==> src/ttp_pkg.sv <==
// Package: register map, fields and types of the triple timer block
// ****************************************************************
// Summary of operation
// - Three timers, 32-bit counters, three modes
// - Pin drives in pulse mode, input otherwise
// - Internal counting on the peripheral clock
// - Bits 8/10/12 enable, 9/11/13 disable, both disables
// - Enabled reads both bits one; count after three
// - Disable write stops timer at once
// - Latch bits 0-2, overflow 4-6 sticky W1C, outputs
// - One write clears flags and enables/disables together
// - Interrupt enable clear means latch never set
// - Period and width halves stay coherent
// - Disabled counter holds; reinit on enable; read-only
// - Mode 01 selects pulse output, pin driven
// - Period and width high shadowed until width low
// - Width low write checks zero, below, equal
// - Failed check sets overflow and latch two cycles later
// - All timer registers reset to zero
// - Load ones minus width, reload ones minus low part
// - Pin low while disabled, polarity while running
// - Continuous bit repeats waveform, clear gives one pulse
// - Deassert when width expires, assert at period/start
// - Polarity bit set means asserted high
// - Continuous mode raises interrupt every period end
// - Single pulse uses width, latches, stops itself
// ****************************************************************
package ttp_pkg;
    localparam int TTP_NUM = 3;
    localparam logic [7:0] TTP_GSR_ADDR = 8'h00;
    // Per timer block: base 0x10 + 0x20 * index
    localparam logic [7:0] TTP_TMR_BASE = 8'h10;
    localparam logic [7:0] TTP_TMR_STRIDE = 8'h20;
    localparam logic [4:0] TTP_CFG_OFS = 5'h00;
    localparam logic [4:0] TTP_CNTH_OFS = 5'h04;
    localparam logic [4:0] TTP_CNTL_OFS = 5'h08;
    localparam logic [4:0] TTP_PRDH_OFS = 5'h0C;
    localparam logic [4:0] TTP_PRDL_OFS = 5'h10;
    localparam logic [4:0] TTP_WH_OFS = 5'h14;
    localparam logic [4:0] TTP_WL_OFS = 5'h18;
    localparam int TTP_IL_POS = 0;
    localparam int TTP_OVF_POS = 4;
    localparam int TTP_EN_POS = 8;
    localparam int TTP_CFG_MODE_LSB = 0;
    localparam int TTP_CFG_POL_POS = 2;
    localparam int TTP_CFG_PER_POS = 3;
    localparam int TTP_CFG_IRQ_POS = 4;
    localparam logic [15:0] TTP_RESET_VAL = 16'h0000;
    localparam logic [1:0] TTP_START_DELAY = 2'h3;
    localparam logic [1:0] TTP_ERR_DELAY = 2'h2;
    localparam logic [31:0] TTP_ONES = 32'hFFFFFFFF;
    localparam logic [31:0] TTP_TOP = 32'hFFFFFFFE;
    localparam logic [1:0] TTP_RESP_OK = 2'h0;
    localparam logic [1:0] TTP_RESP_SLVERR = 2'h2;

    typedef enum logic [1:0] {
        TTP_MODE_OFF = 2'b00,
        TTP_MODE_PULSE = 2'b01,
        TTP_MODE_WIDTH = 2'b10,
        TTP_MODE_EXT = 2'b11
    } ttp_mode_e;

    typedef struct packed {
        logic interrupt_enable_bit;
        logic period_cont;
        logic pol_high;
        ttp_mode_e mode;
    } ttp_cfg_s;

    typedef struct packed {
        logic wr;
        logic [4:0] ofs;
        logic [15:0] data;
        logic en_set;
        logic dis_set;
    } ttp_cmd_s;
endpackage

==> src/ttp_channel.sv <==
// One timer channel: configuration, shadowing, counter and pin
//
// The implementer's own choices: the AXI4-Lite interface to the registers and the register offsets.
`timescale 1ns/1ns
module ttp_channel
(
    input wire logic clock_in,
    input wire logic rst_n_in,
    input wire ttp_pkg::ttp_cmd_s cmd_in,
    output logic running_out,
    output logic [15:0] rdata_out,
    output logic irq_set_out,
    output logic err_set_out,
    output logic pin_o_out,
    output logic pin_oe_n_out
);
    typedef enum logic [1:0] {
        TTP_ST_IDLE = 2'b00,
        TTP_ST_WAIT = 2'b01,
        TTP_ST_HIGH = 2'b10,
        TTP_ST_LOW = 2'b11
    } ttp_state_e;

    ttp_pkg::ttp_cfg_s cfg_reg;
    logic [15:0] prdh_sh_reg, prdl_sh_reg, wh_sh_reg;
    logic [31:0] prd_reg, wid_reg, cnt_reg;
    logic bad_reg;
    logic [1:0] dly_reg, err_dly_reg;
    ttp_state_e st_reg;
    logic pin_act_reg;

    wire logic wr = cmd_in.wr;
    wire logic wr_wl = wr && cmd_in.ofs == ttp_pkg::TTP_WL_OFS;
    wire logic [31:0] new_wid = {wh_sh_reg, cmd_in.data};
    wire logic [31:0] new_prd = {prdh_sh_reg, prdl_sh_reg};
    // Validity check on the committed values
    wire logic new_bad = new_wid == 32'h0 || new_prd <= new_wid;
    wire logic pulse = cfg_reg.mode == ttp_pkg::TTP_MODE_PULSE;
    wire logic at_top = cnt_reg == ttp_pkg::TTP_TOP;
    wire logic [31:0] ld_wid = ttp_pkg::TTP_ONES - wid_reg;
    wire logic [31:0] ld_low = ttp_pkg::TTP_ONES - (prd_reg - wid_reg);

    // ****************************************************************
    // Registers
    // ****************************************************************
    always_ff @(posedge clock_in)
    begin
        if (!rst_n_in)
        begin
            cfg_reg <= '0;
            prdh_sh_reg <= ttp_pkg::TTP_RESET_VAL;
            prdl_sh_reg <= ttp_pkg::TTP_RESET_VAL;
            wh_sh_reg <= ttp_pkg::TTP_RESET_VAL;
            prd_reg <= 32'h0;
            wid_reg <= 32'h0;
            bad_reg <= 1'b1;
        end
        else if (wr)
        begin
            case (cmd_in.ofs)
                ttp_pkg::TTP_CFG_OFS: cfg_reg <= cmd_in.data[4:0];
                ttp_pkg::TTP_PRDH_OFS: prdh_sh_reg <= cmd_in.data;
                ttp_pkg::TTP_PRDL_OFS: prdl_sh_reg <= cmd_in.data;
                ttp_pkg::TTP_WH_OFS: wh_sh_reg <= cmd_in.data;
                ttp_pkg::TTP_WL_OFS:
                begin
                    prd_reg <= new_prd;
                    wid_reg <= new_wid;
                    bad_reg <= new_bad;
                end
                default:
                begin
                end
            endcase
        end
    end

    // Error flags two cycles after a failing width low write
    always_ff @(posedge clock_in)
    begin
        if (!rst_n_in)
            err_dly_reg <= 2'h0;
        else if (wr_wl && new_bad)
            // Pulse one edge early so the status flag lands on the second
            err_dly_reg <= ttp_pkg::TTP_ERR_DELAY - 2'h1;
        else if (err_dly_reg != 2'h0)
            err_dly_reg <= err_dly_reg - 2'h1;
    end

    // ****************************************************************
    // Counter state machine
    // ****************************************************************
    always_ff @(posedge clock_in)
    begin
        if (!rst_n_in)
        begin
            st_reg <= TTP_ST_IDLE;
            cnt_reg <= 32'h0;
            dly_reg <= 2'h0;
            pin_act_reg <= 1'b0;
            irq_set_out <= 1'b0;
            err_set_out <= 1'b0;
        end
        else
        begin
            irq_set_out <= 1'b0;
            err_set_out <= 1'b0;
            if (err_dly_reg == 2'h1)
            begin
                err_set_out <= 1'b1;
                irq_set_out <= cfg_reg.interrupt_enable_bit;
            end
            if (cmd_in.dis_set)
            begin
                st_reg <= TTP_ST_IDLE;
                pin_act_reg <= 1'b0;
            end
            else
            begin
                case (st_reg)
                    TTP_ST_IDLE:
                        if (cmd_in.en_set)
                        begin
                            st_reg <= TTP_ST_WAIT;
                            dly_reg <= ttp_pkg::TTP_START_DELAY - 2'h1;
                        end
                    TTP_ST_WAIT:
                        // Bad values or other modes: enabled but idle
                        if (dly_reg != 2'h0)
                            dly_reg <= dly_reg - 2'h1;
                        else if (pulse && !bad_reg)
                        begin
                            cnt_reg <= ld_wid;
                            st_reg <= TTP_ST_HIGH;
                            pin_act_reg <= 1'b1;
                        end
                    TTP_ST_HIGH:
                        if (!at_top)
                            cnt_reg <= cnt_reg + 32'h1;
                        else if (!cfg_reg.period_cont)
                        begin
                            st_reg <= TTP_ST_IDLE;
                            pin_act_reg <= 1'b0;
                            irq_set_out <= cfg_reg.interrupt_enable_bit;
                        end
                        else
                        begin
                            cnt_reg <= ld_low;
                            st_reg <= TTP_ST_LOW;
                            pin_act_reg <= 1'b0;
                        end
                    TTP_ST_LOW:
                        if (!at_top)
                            cnt_reg <= cnt_reg + 32'h1;
                        else
                        begin
                            cnt_reg <= ld_wid;
                            st_reg <= TTP_ST_HIGH;
                            pin_act_reg <= 1'b1;
                            irq_set_out <= cfg_reg.interrupt_enable_bit;
                        end
                    default: st_reg <= TTP_ST_IDLE;
                endcase
            end
        end
    end

    // ****************************************************************
    // Outputs
    // ****************************************************************
    always_ff @(posedge clock_in)
    begin
        if (!rst_n_in)
        begin
            pin_o_out <= 1'b0;
            pin_oe_n_out <= 1'b1;
            running_out <= 1'b0;
        end
        else
        begin
            // Pin low unless running; level set by polarity
            pin_o_out <= (st_reg == TTP_ST_HIGH || st_reg == TTP_ST_LOW)
                && (pin_act_reg == cfg_reg.pol_high);
            pin_oe_n_out <= !pulse;
            running_out <= st_reg != TTP_ST_IDLE
                && !(cmd_in.dis_set);
        end
    end

    // Counter reads are not coherent; hi/lo read live
    always_comb
    begin
        case (cmd_in.ofs)
            ttp_pkg::TTP_CFG_OFS: rdata_out = {11'h000, cfg_reg};
            ttp_pkg::TTP_CNTH_OFS: rdata_out = cnt_reg[31:16];
            ttp_pkg::TTP_CNTL_OFS: rdata_out = cnt_reg[15:0];
            ttp_pkg::TTP_PRDH_OFS: rdata_out = prd_reg[31:16];
            ttp_pkg::TTP_PRDL_OFS: rdata_out = prd_reg[15:0];
            ttp_pkg::TTP_WH_OFS: rdata_out = wid_reg[31:16];
            ttp_pkg::TTP_WL_OFS: rdata_out = wid_reg[15:0];
            default: rdata_out = 16'h0000;
        endcase
    end

    start_delay_a: assert property (@(posedge clock_in) disable iff (!rst_n_in)
        st_reg == TTP_ST_IDLE && cmd_in.en_set && !cmd_in.dis_set
        |=> st_reg == TTP_ST_WAIT [*3])
        else $error("start delay wrong");
    err_delay_a: assert property (@(posedge clock_in) disable iff (!rst_n_in)
        wr_wl && new_bad |-> ##2 err_set_out)
        else $error("error flag timing wrong");
    dis_stop_a: assert property (@(posedge clock_in) disable iff (!rst_n_in)
        cmd_in.dis_set |=> st_reg == TTP_ST_IDLE)
        else $error("disable did not stop");
    pin_idle_a: assert property (@(posedge clock_in) disable iff (!rst_n_in)
        st_reg == TTP_ST_IDLE && $past(st_reg) == TTP_ST_IDLE
        |=> !pin_o_out)
        else $error("pin not low while idle");
    hold_cnt_a: assert property (@(posedge clock_in) disable iff (!rst_n_in)
        st_reg == TTP_ST_IDLE && !cmd_in.en_set |=> $stable(cnt_reg))
        else $error("counter changed while idle");
    irq_gate_a: assert property (@(posedge clock_in) disable iff (!rst_n_in)
        !cfg_reg.interrupt_enable_bit && !$past(cfg_reg.interrupt_enable_bit) |-> !irq_set_out)
        else $error("latch set with interrupts off");
    reload_a: assert property (@(posedge clock_in) disable iff (!rst_n_in)
        st_reg == TTP_ST_HIGH && at_top && cfg_reg.period_cont
        && !cmd_in.dis_set |=> cnt_reg == $past(ld_low))
        else $error("reload value wrong");
    oe_mode_a: assert property (@(posedge clock_in) disable iff (!rst_n_in)
        pulse && $past(pulse) |-> !pin_oe_n_out)
        else $error("pin not driven in pulse mode");
endmodule

==> src/ttp_top.sv <==
// Top: AXI4-Lite slave, global status/control, three timer channels
`timescale 1ns/1ns
module ttp_top
(
    input wire logic clock_in,
    input wire logic rst_n_in,
    input wire logic [7:0] s_axi_awaddr_in,
    input wire logic s_axi_awvalid_in,
    output logic s_axi_awready_out,
    input wire logic [31:0] s_axi_wdata_in,
    input wire logic [3:0] s_axi_wstrb_in,
    input wire logic s_axi_wvalid_in,
    output logic s_axi_wready_out,
    output logic [1:0] s_axi_bresp_out,
    output logic s_axi_bvalid_out,
    input wire logic s_axi_bready_in,
    input wire logic [7:0] s_axi_araddr_in,
    input wire logic s_axi_arvalid_in,
    output logic s_axi_arready_out,
    output logic [31:0] s_axi_rdata_out,
    output logic [1:0] s_axi_rresp_out,
    output logic s_axi_rvalid_out,
    input wire logic s_axi_rready_in,
    output logic [2:0] timer_pin_o_out,
    output logic [2:0] timer_pin_oe_n_out,
    output logic [2:0] interrupt_latch_out,
    output logic [2:0] overflow_error_flag_out,
    output logic [2:0] timer_irq_out
);
    localparam int N = ttp_pkg::TTP_NUM;

    logic aw_full_reg, w_full_reg;
    logic [7:0] awaddr_reg;
    logic [15:0] wdata_reg;
    logic wstrb_ok_reg;
    logic [2:0] il_reg, ovf_reg;
    logic [N-1:0] run_w, irq_set_w, err_set_w, pin_w, oe_w;
    logic [15:0] ch_rd_w [N];

    // ****************************************************************
    // Write channel capture, either order
    // ****************************************************************
    wire logic do_wr = aw_full_reg && w_full_reg && !s_axi_bvalid_out;
    wire logic gsr_wr = do_wr && wstrb_ok_reg
        && awaddr_reg == ttp_pkg::TTP_GSR_ADDR;
    wire logic [7:0] wr_rel = awaddr_reg - ttp_pkg::TTP_TMR_BASE;
    wire logic [7:0] rd_rel = s_axi_araddr_in - ttp_pkg::TTP_TMR_BASE;
    wire logic wr_blk = awaddr_reg >= ttp_pkg::TTP_TMR_BASE
        && wr_rel < 8'h60 && wr_rel[4:0] <= ttp_pkg::TTP_WL_OFS
        && wr_rel[1:0] == 2'b00;
    wire logic rd_blk = s_axi_araddr_in >= ttp_pkg::TTP_TMR_BASE
        && rd_rel < 8'h60 && rd_rel[4:0] <= ttp_pkg::TTP_WL_OFS
        && rd_rel[1:0] == 2'b00;
    wire logic [1:0] wr_ch = wr_rel[6:5];
    wire logic [1:0] rd_ch = rd_rel[6:5];
    wire logic wr_ok = awaddr_reg == ttp_pkg::TTP_GSR_ADDR || wr_blk;
    wire logic rd_ok = s_axi_araddr_in == ttp_pkg::TTP_GSR_ADDR || rd_blk;
    // Both bits of a pair: disable wins
    wire logic [2:0] en_w = {wdata_reg[12], wdata_reg[10], wdata_reg[8]};
    wire logic [2:0] dis_w = {wdata_reg[13], wdata_reg[11], wdata_reg[9]};
    wire logic [15:0] gsr_rd = {2'b00, run_w[2], run_w[2], run_w[1],
        run_w[1], run_w[0], run_w[0], 1'b0, ovf_reg, 1'b0, il_reg};

    always_ff @(posedge clock_in)
    begin
        if (!rst_n_in)
        begin
            aw_full_reg <= 1'b0;
            w_full_reg <= 1'b0;
            awaddr_reg <= 8'h00;
            wdata_reg <= 16'h0000;
            wstrb_ok_reg <= 1'b0;
            s_axi_bvalid_out <= 1'b0;
            s_axi_bresp_out <= ttp_pkg::TTP_RESP_OK;
        end
        else
        begin
            if (s_axi_awvalid_in && s_axi_awready_out)
            begin
                aw_full_reg <= 1'b1;
                awaddr_reg <= s_axi_awaddr_in;
            end
            if (s_axi_wvalid_in && s_axi_wready_out)
            begin
                w_full_reg <= 1'b1;
                wdata_reg <= s_axi_wdata_in[15:0];
                // 16-bit registers need both low byte lanes
                wstrb_ok_reg <= &s_axi_wstrb_in[1:0];
            end
            if (do_wr)
            begin
                aw_full_reg <= 1'b0;
                w_full_reg <= 1'b0;
                s_axi_bvalid_out <= 1'b1;
                s_axi_bresp_out <= wr_ok ? ttp_pkg::TTP_RESP_OK
                    : ttp_pkg::TTP_RESP_SLVERR;
            end
            else if (s_axi_bready_in)
                s_axi_bvalid_out <= 1'b0;
        end
    end

    assign s_axi_awready_out = !aw_full_reg && !s_axi_bvalid_out;
    assign s_axi_wready_out = !w_full_reg && !s_axi_bvalid_out;

    // ****************************************************************
    // Read channel, one cycle to data
    // ****************************************************************
    // Reads wait while a write owns the shared channel offset
    assign s_axi_arready_out = !s_axi_rvalid_out && !do_wr;

    always_ff @(posedge clock_in)
    begin
        if (!rst_n_in)
        begin
            s_axi_rvalid_out <= 1'b0;
            s_axi_rdata_out <= 32'h00000000;
            s_axi_rresp_out <= ttp_pkg::TTP_RESP_OK;
        end
        else if (s_axi_arvalid_in && s_axi_arready_out)
        begin
            s_axi_rvalid_out <= 1'b1;
            s_axi_rresp_out <= rd_ok ? ttp_pkg::TTP_RESP_OK
                : ttp_pkg::TTP_RESP_SLVERR;
            if (s_axi_araddr_in == ttp_pkg::TTP_GSR_ADDR)
                s_axi_rdata_out <= {16'h0000, gsr_rd};
            else if (rd_blk)
                s_axi_rdata_out <= {16'h0000, ch_rd_w[rd_ch]};
            else
                s_axi_rdata_out <= 32'h00000000;
        end
        else if (s_axi_rready_in)
            s_axi_rvalid_out <= 1'b0;
    end

    // ****************************************************************
    // Sticky flags: hardware set beats software clear
    // ****************************************************************
    always_ff @(posedge clock_in)
    begin
        if (!rst_n_in)
        begin
            il_reg <= 3'h0;
            ovf_reg <= 3'h0;
        end
        else
        begin
            il_reg <= (il_reg & ~(gsr_wr ? wdata_reg[2:0] : 3'h0))
                | irq_set_w;
            ovf_reg <= (ovf_reg & ~(gsr_wr ? wdata_reg[6:4] : 3'h0))
                | err_set_w;
        end
    end

    always_ff @(posedge clock_in)
    begin
        if (!rst_n_in)
        begin
            interrupt_latch_out <= 3'h0;
            overflow_error_flag_out <= 3'h0;
            timer_irq_out <= 3'h0;
        end
        else
        begin
            interrupt_latch_out <= il_reg;
            overflow_error_flag_out <= ovf_reg;
            timer_irq_out <= il_reg;
        end
    end

    assign timer_pin_o_out = pin_w;
    assign timer_pin_oe_n_out = oe_w;

    // ****************************************************************
    // Timer channels
    // ****************************************************************
    for (genvar i = 0; i < N; i++)
    begin : g_ch
        ttp_pkg::ttp_cmd_s cmd_w;
        assign cmd_w.wr = do_wr && wr_blk && wstrb_ok_reg
            && wr_ch == 2'(i) && wr_rel[4:0] != ttp_pkg::TTP_CNTH_OFS
            && wr_rel[4:0] != ttp_pkg::TTP_CNTL_OFS;
        assign cmd_w.ofs = do_wr ? wr_rel[4:0] : rd_rel[4:0];
        assign cmd_w.data = wdata_reg;
        assign cmd_w.en_set = gsr_wr && en_w[i] && !dis_w[i];
        assign cmd_w.dis_set = gsr_wr && dis_w[i];
        ttp_channel u_ch
        (
            .clock_in(clock_in),
            .rst_n_in(rst_n_in),
            .cmd_in(cmd_w),
            .running_out(run_w[i]),
            .rdata_out(ch_rd_w[i]),
            .irq_set_out(irq_set_w[i]),
            .err_set_out(err_set_w[i]),
            .pin_o_out(pin_w[i]),
            .pin_oe_n_out(oe_w[i])
        );
    end

    latch_out_a: assert property (@(posedge clock_in) disable iff (!rst_n_in)
        irq_set_w[0] |=> ##1 interrupt_latch_out[0] && timer_irq_out[0])
        else $error("latch output missing");
    set_wins_a: assert property (@(posedge clock_in) disable iff (!rst_n_in)
        err_set_w[1] |=> ovf_reg[1])
        else $error("overflow set lost");
endmodule

==> config.mk <==
export PLATFORM = sky130hd
export DESIGN_NAME = ttp_top
export DESIGN_NICKNAME = d
export VERILOG_FILES = /design/src/ttp_pkg.sv /design/src/ttp_channel.sv /design/src/ttp_top.sv
export SDC_FILE = /design/constraint.sdc
export NUM_CORES = 2
export LEC_CHECK = 0
export ABC_AREA = 1
export BUFFER_PORTS_ARGS = -buffer_cell sky130_fd_sc_hd__buf_2
export CAP_MARGIN = 30
export CORE_UTILIZATION = 35
export DETAILED_ROUTE_END_ITERATION = 8
export HOLD_SLACK_MARGIN = 0.03
export MAX_ROUTING_LAYER = met4
export SYNTH_ARGS = -nofsm -noshare
export SYNTH_HDL_FRONTEND = slang
export SYNTH_HIERARCHICAL = 1
export SYNTH_SLANG_ARGS = --single-unit
export TNS_END_PERCENT = 100
==> constraint.sdc <==
create_clock -name clock_in -period 3.5 [get_ports clock_in]
set_input_delay 0.7 -clock clock_in [delete_from_list [all_inputs] [get_ports clock_in]]
set_output_delay 0.7 -clock clock_in [all_outputs]
set_load 0.05 [all_outputs]
==> impl_metrics.tcl <==
set metrics [dict create \
    outcome "finished, violations left" \
    violations "design-rule violations" \
    cts_max_level 3 \
    clkTransAtPathRegs_ns 0.06 \
    rsz0062_at_grt "true" \
    die_area_um2 108000 \
    drive_gt1_frac 0.0775 \
    fin_crit_ns 3.38 \
    finalWeightedCongestion 1.06 \
    dr.pass1.iters 8 \
    vias_per_cell 5.44 \
    avgRoutedWirePerCell_um 21.8 \
    syn-instance-count 5895 \
    p_leak_uw 0.0186 \
    arrival_ns 3.90 \
    worstPathMaxFanout 15 \
    drv_slew 0 \
    fin_util 0.397 \
    grt_pass1_wl_mm 236 \
    relSlewSlack 0.382 \
    clock-sinks 545 \
    final_area_um2 42000 \
    fin_setup_tns_ns 0 \
    die_w_um 329 \
    power.density_nw_per_um2 369 \
    setup_violations 0 \
    die_h_um 329 \
    grt.overflow.total 0 \
    place_area_um2 39700 \
    num_vias 40300 \
    start_util 0.354 \
    cts-buffers-inserted 68 \
    core_area_um2 106000 \
    yosysSeqAreaShare 0.291 \
    yosysWarnings 6 \
    netlist_area_um2 37400 \
    synth_ff_type "dfxtp_1" \
    insertion_delay_ns 0.65 \
    cts_tree "built" \
    num_rows 119 \
    finalCritPeriodShare 0.967 \
    ys_seq_elements 545 \
    fin_total_pwr_uw 15500 \
    maxCapViolations 0 \
    hold_viol 0 \
    yosysMostFrequentCell "nand2_1" \
    grt_pass1_vias 36300 \
    postCtsHoldBufs 0 \
    vdd_drop_max_uv 350 \
    hpwl_mm 128 \
    antenna_found_initial 7 \
    ant_nets 0 \
    area_growth_pct 12.2 \
    drt_wl_total_mm 161 \
    fmax_ghz 0.295 \
    synth_area_leader_cell "dfxtp_1" \
    cp.required_ns 4.02 \
    synth.distinct_cells 60 \
    synthTopCellsByCount "1335 x nand2_1, 897 x inv_1, 721 x a21oi_1, 545 x dfxtp_1, 534 x o21ai_0" \
    nets 6236 \
    synth.area.top_cells "dfxtp_1 29%, nand2_1 13%, a21oi_1 9.6%, inv_1 9.0%, o21ai_0 7.1%" \
    syn_area_per_cell_um2 6.35 \
    hp-class "input port to flip-flop" \
    synth-edff-count 0 \
    whs_ns 0.314 \
    port_buffers 78 \
    ioPinCount 115 \
    synth_top_area_frac 0.291 \
    remaining_drc_errors 6 \
    groute.usage.overall 0.299 \
    fin_skew_ns 0.0423 \
    postCtsSetupRepairBufs 0 \
    grt_max_degree 120 \
    tightest_slew_ns 0.903 \
    end_kind "flip-flop" \
    cts_buffer_depth 3 \
    startpoint_type "flip-flop" \
    path_class "flip-flop to flip-flop" \
    cts_root_buffer "clkbuf_16" \
    async_flop_share 0 \
    drt_iter0_drc 4619 \
]
==> report_power, final <==
part	switching (uW)	internal [uW]
Clock	3000	4330
Combinational	1150	434
Sequential	214	6360
Total	4370	11100
==> worst paths after layout <==
check	from	to	slack, ns	cells past startpoint
hold reg to reg	g_ch[2].u_ch/err_set_out	ovf_reg[2]	0.43	2
hold / removal	s_axi_wdata_in[10]	wdata_reg[10]	0.31	3
setup reg to reg	w_full_reg	s_axi_rdata_out[10]	0.12	15
setup / recovery	w_full_reg	s_axi_rdata_out[10]	0.12	15
==> cell type report <==
| type | count | area, um^2 |
|---|---|---|
| fillers | 11600 | 63700 |
| repair buffers | 226 | 1640 |
| flip-flops and latches | 545 | 10900 |
| multi-input cells | 4185 | 21900 |
| inverters | 939 | 3530 |
| diodes | 2 | 5.00 |
| clock buffers | 95 | 1960 |
| clock inverters | 24 | 345 |
| well taps | 1391 | 1740 |
==> cell families (layout without fill, tap and decap cells) <==
| kind of cell | count (synthesis) | count (layout) | synth area share |
|---|---|---|---|
| buffers and inverters | 1182 | 1284 | 0.127 |
| adders and majority gates | 212 | 212 | 0.0715 |
| AOI/OAI and AO/OA | 1533 | 1533 | 0.222 |
| other | 1 | 20 | 0.000100 |
| and+or+nand+nor | 2309 | 2309 | 0.262 |
| DFF | 545 | 545 | 0.291 |
| xor gates and xnor gates | 113 | 113 | 0.0264 |
==> through the flow <==
step           setup slack (ns)  std cells
2_1_floorplan             0.202       5912
3_3_place_gp             0.0922       7286
3_5_place_dp             0.0426       7286
4_1_cts                  0.0234       7405
5_1_grt                 -0.0125       7406
6_report                  0.115       7407
==> critical path, cell delays in order (launching register included) <==
cell      delay (ns)
dfxtp_1         0.38
nand3_2         0.36
o21ai_2         0.50
buf_4           0.21
inv_1           0.09
nand4_1         0.11
buf_4           0.24
o22ai_1         0.12
a221oi_1        0.38
o221ai_1        0.31
nand2_1         0.15
nand3_1         0.08
o21ai_0         0.12
nor2_1          0.06
nand3_1         0.07
a21oi_1         0.06
==> cell usage in the layout (no fill, tap or decap), types with 87 or more instances in the layout <==
cell and instances:
nor2_1 431, o21ai_0 529, dfxtp_1 545, ha_1 209, inv_1 895, nand3_1 262, a21oi_1 721, buf_4 138
nand2_1 1334, nor3_1 87
==> routing by layer <==
metal | wire [um] | share of wire | global-route usage
met5 | 0 | 0 | -
met4 | 5500 | 0.034 | 0.0978
met3 | 13400 | 0.083 | 0.0443
met2 | 66500 | 0.41 | 0.425
met1 | 75900 | 0.47 | 0.428
==> timing repair <==
item,in CTS,in global routing
resized for setup,1,7
endpoints found under the hold margin,0,0
setup endpoints to repair,1,17
gates cloned,0,0
pin swaps,0,0
(Power assumes the default switching activity.)
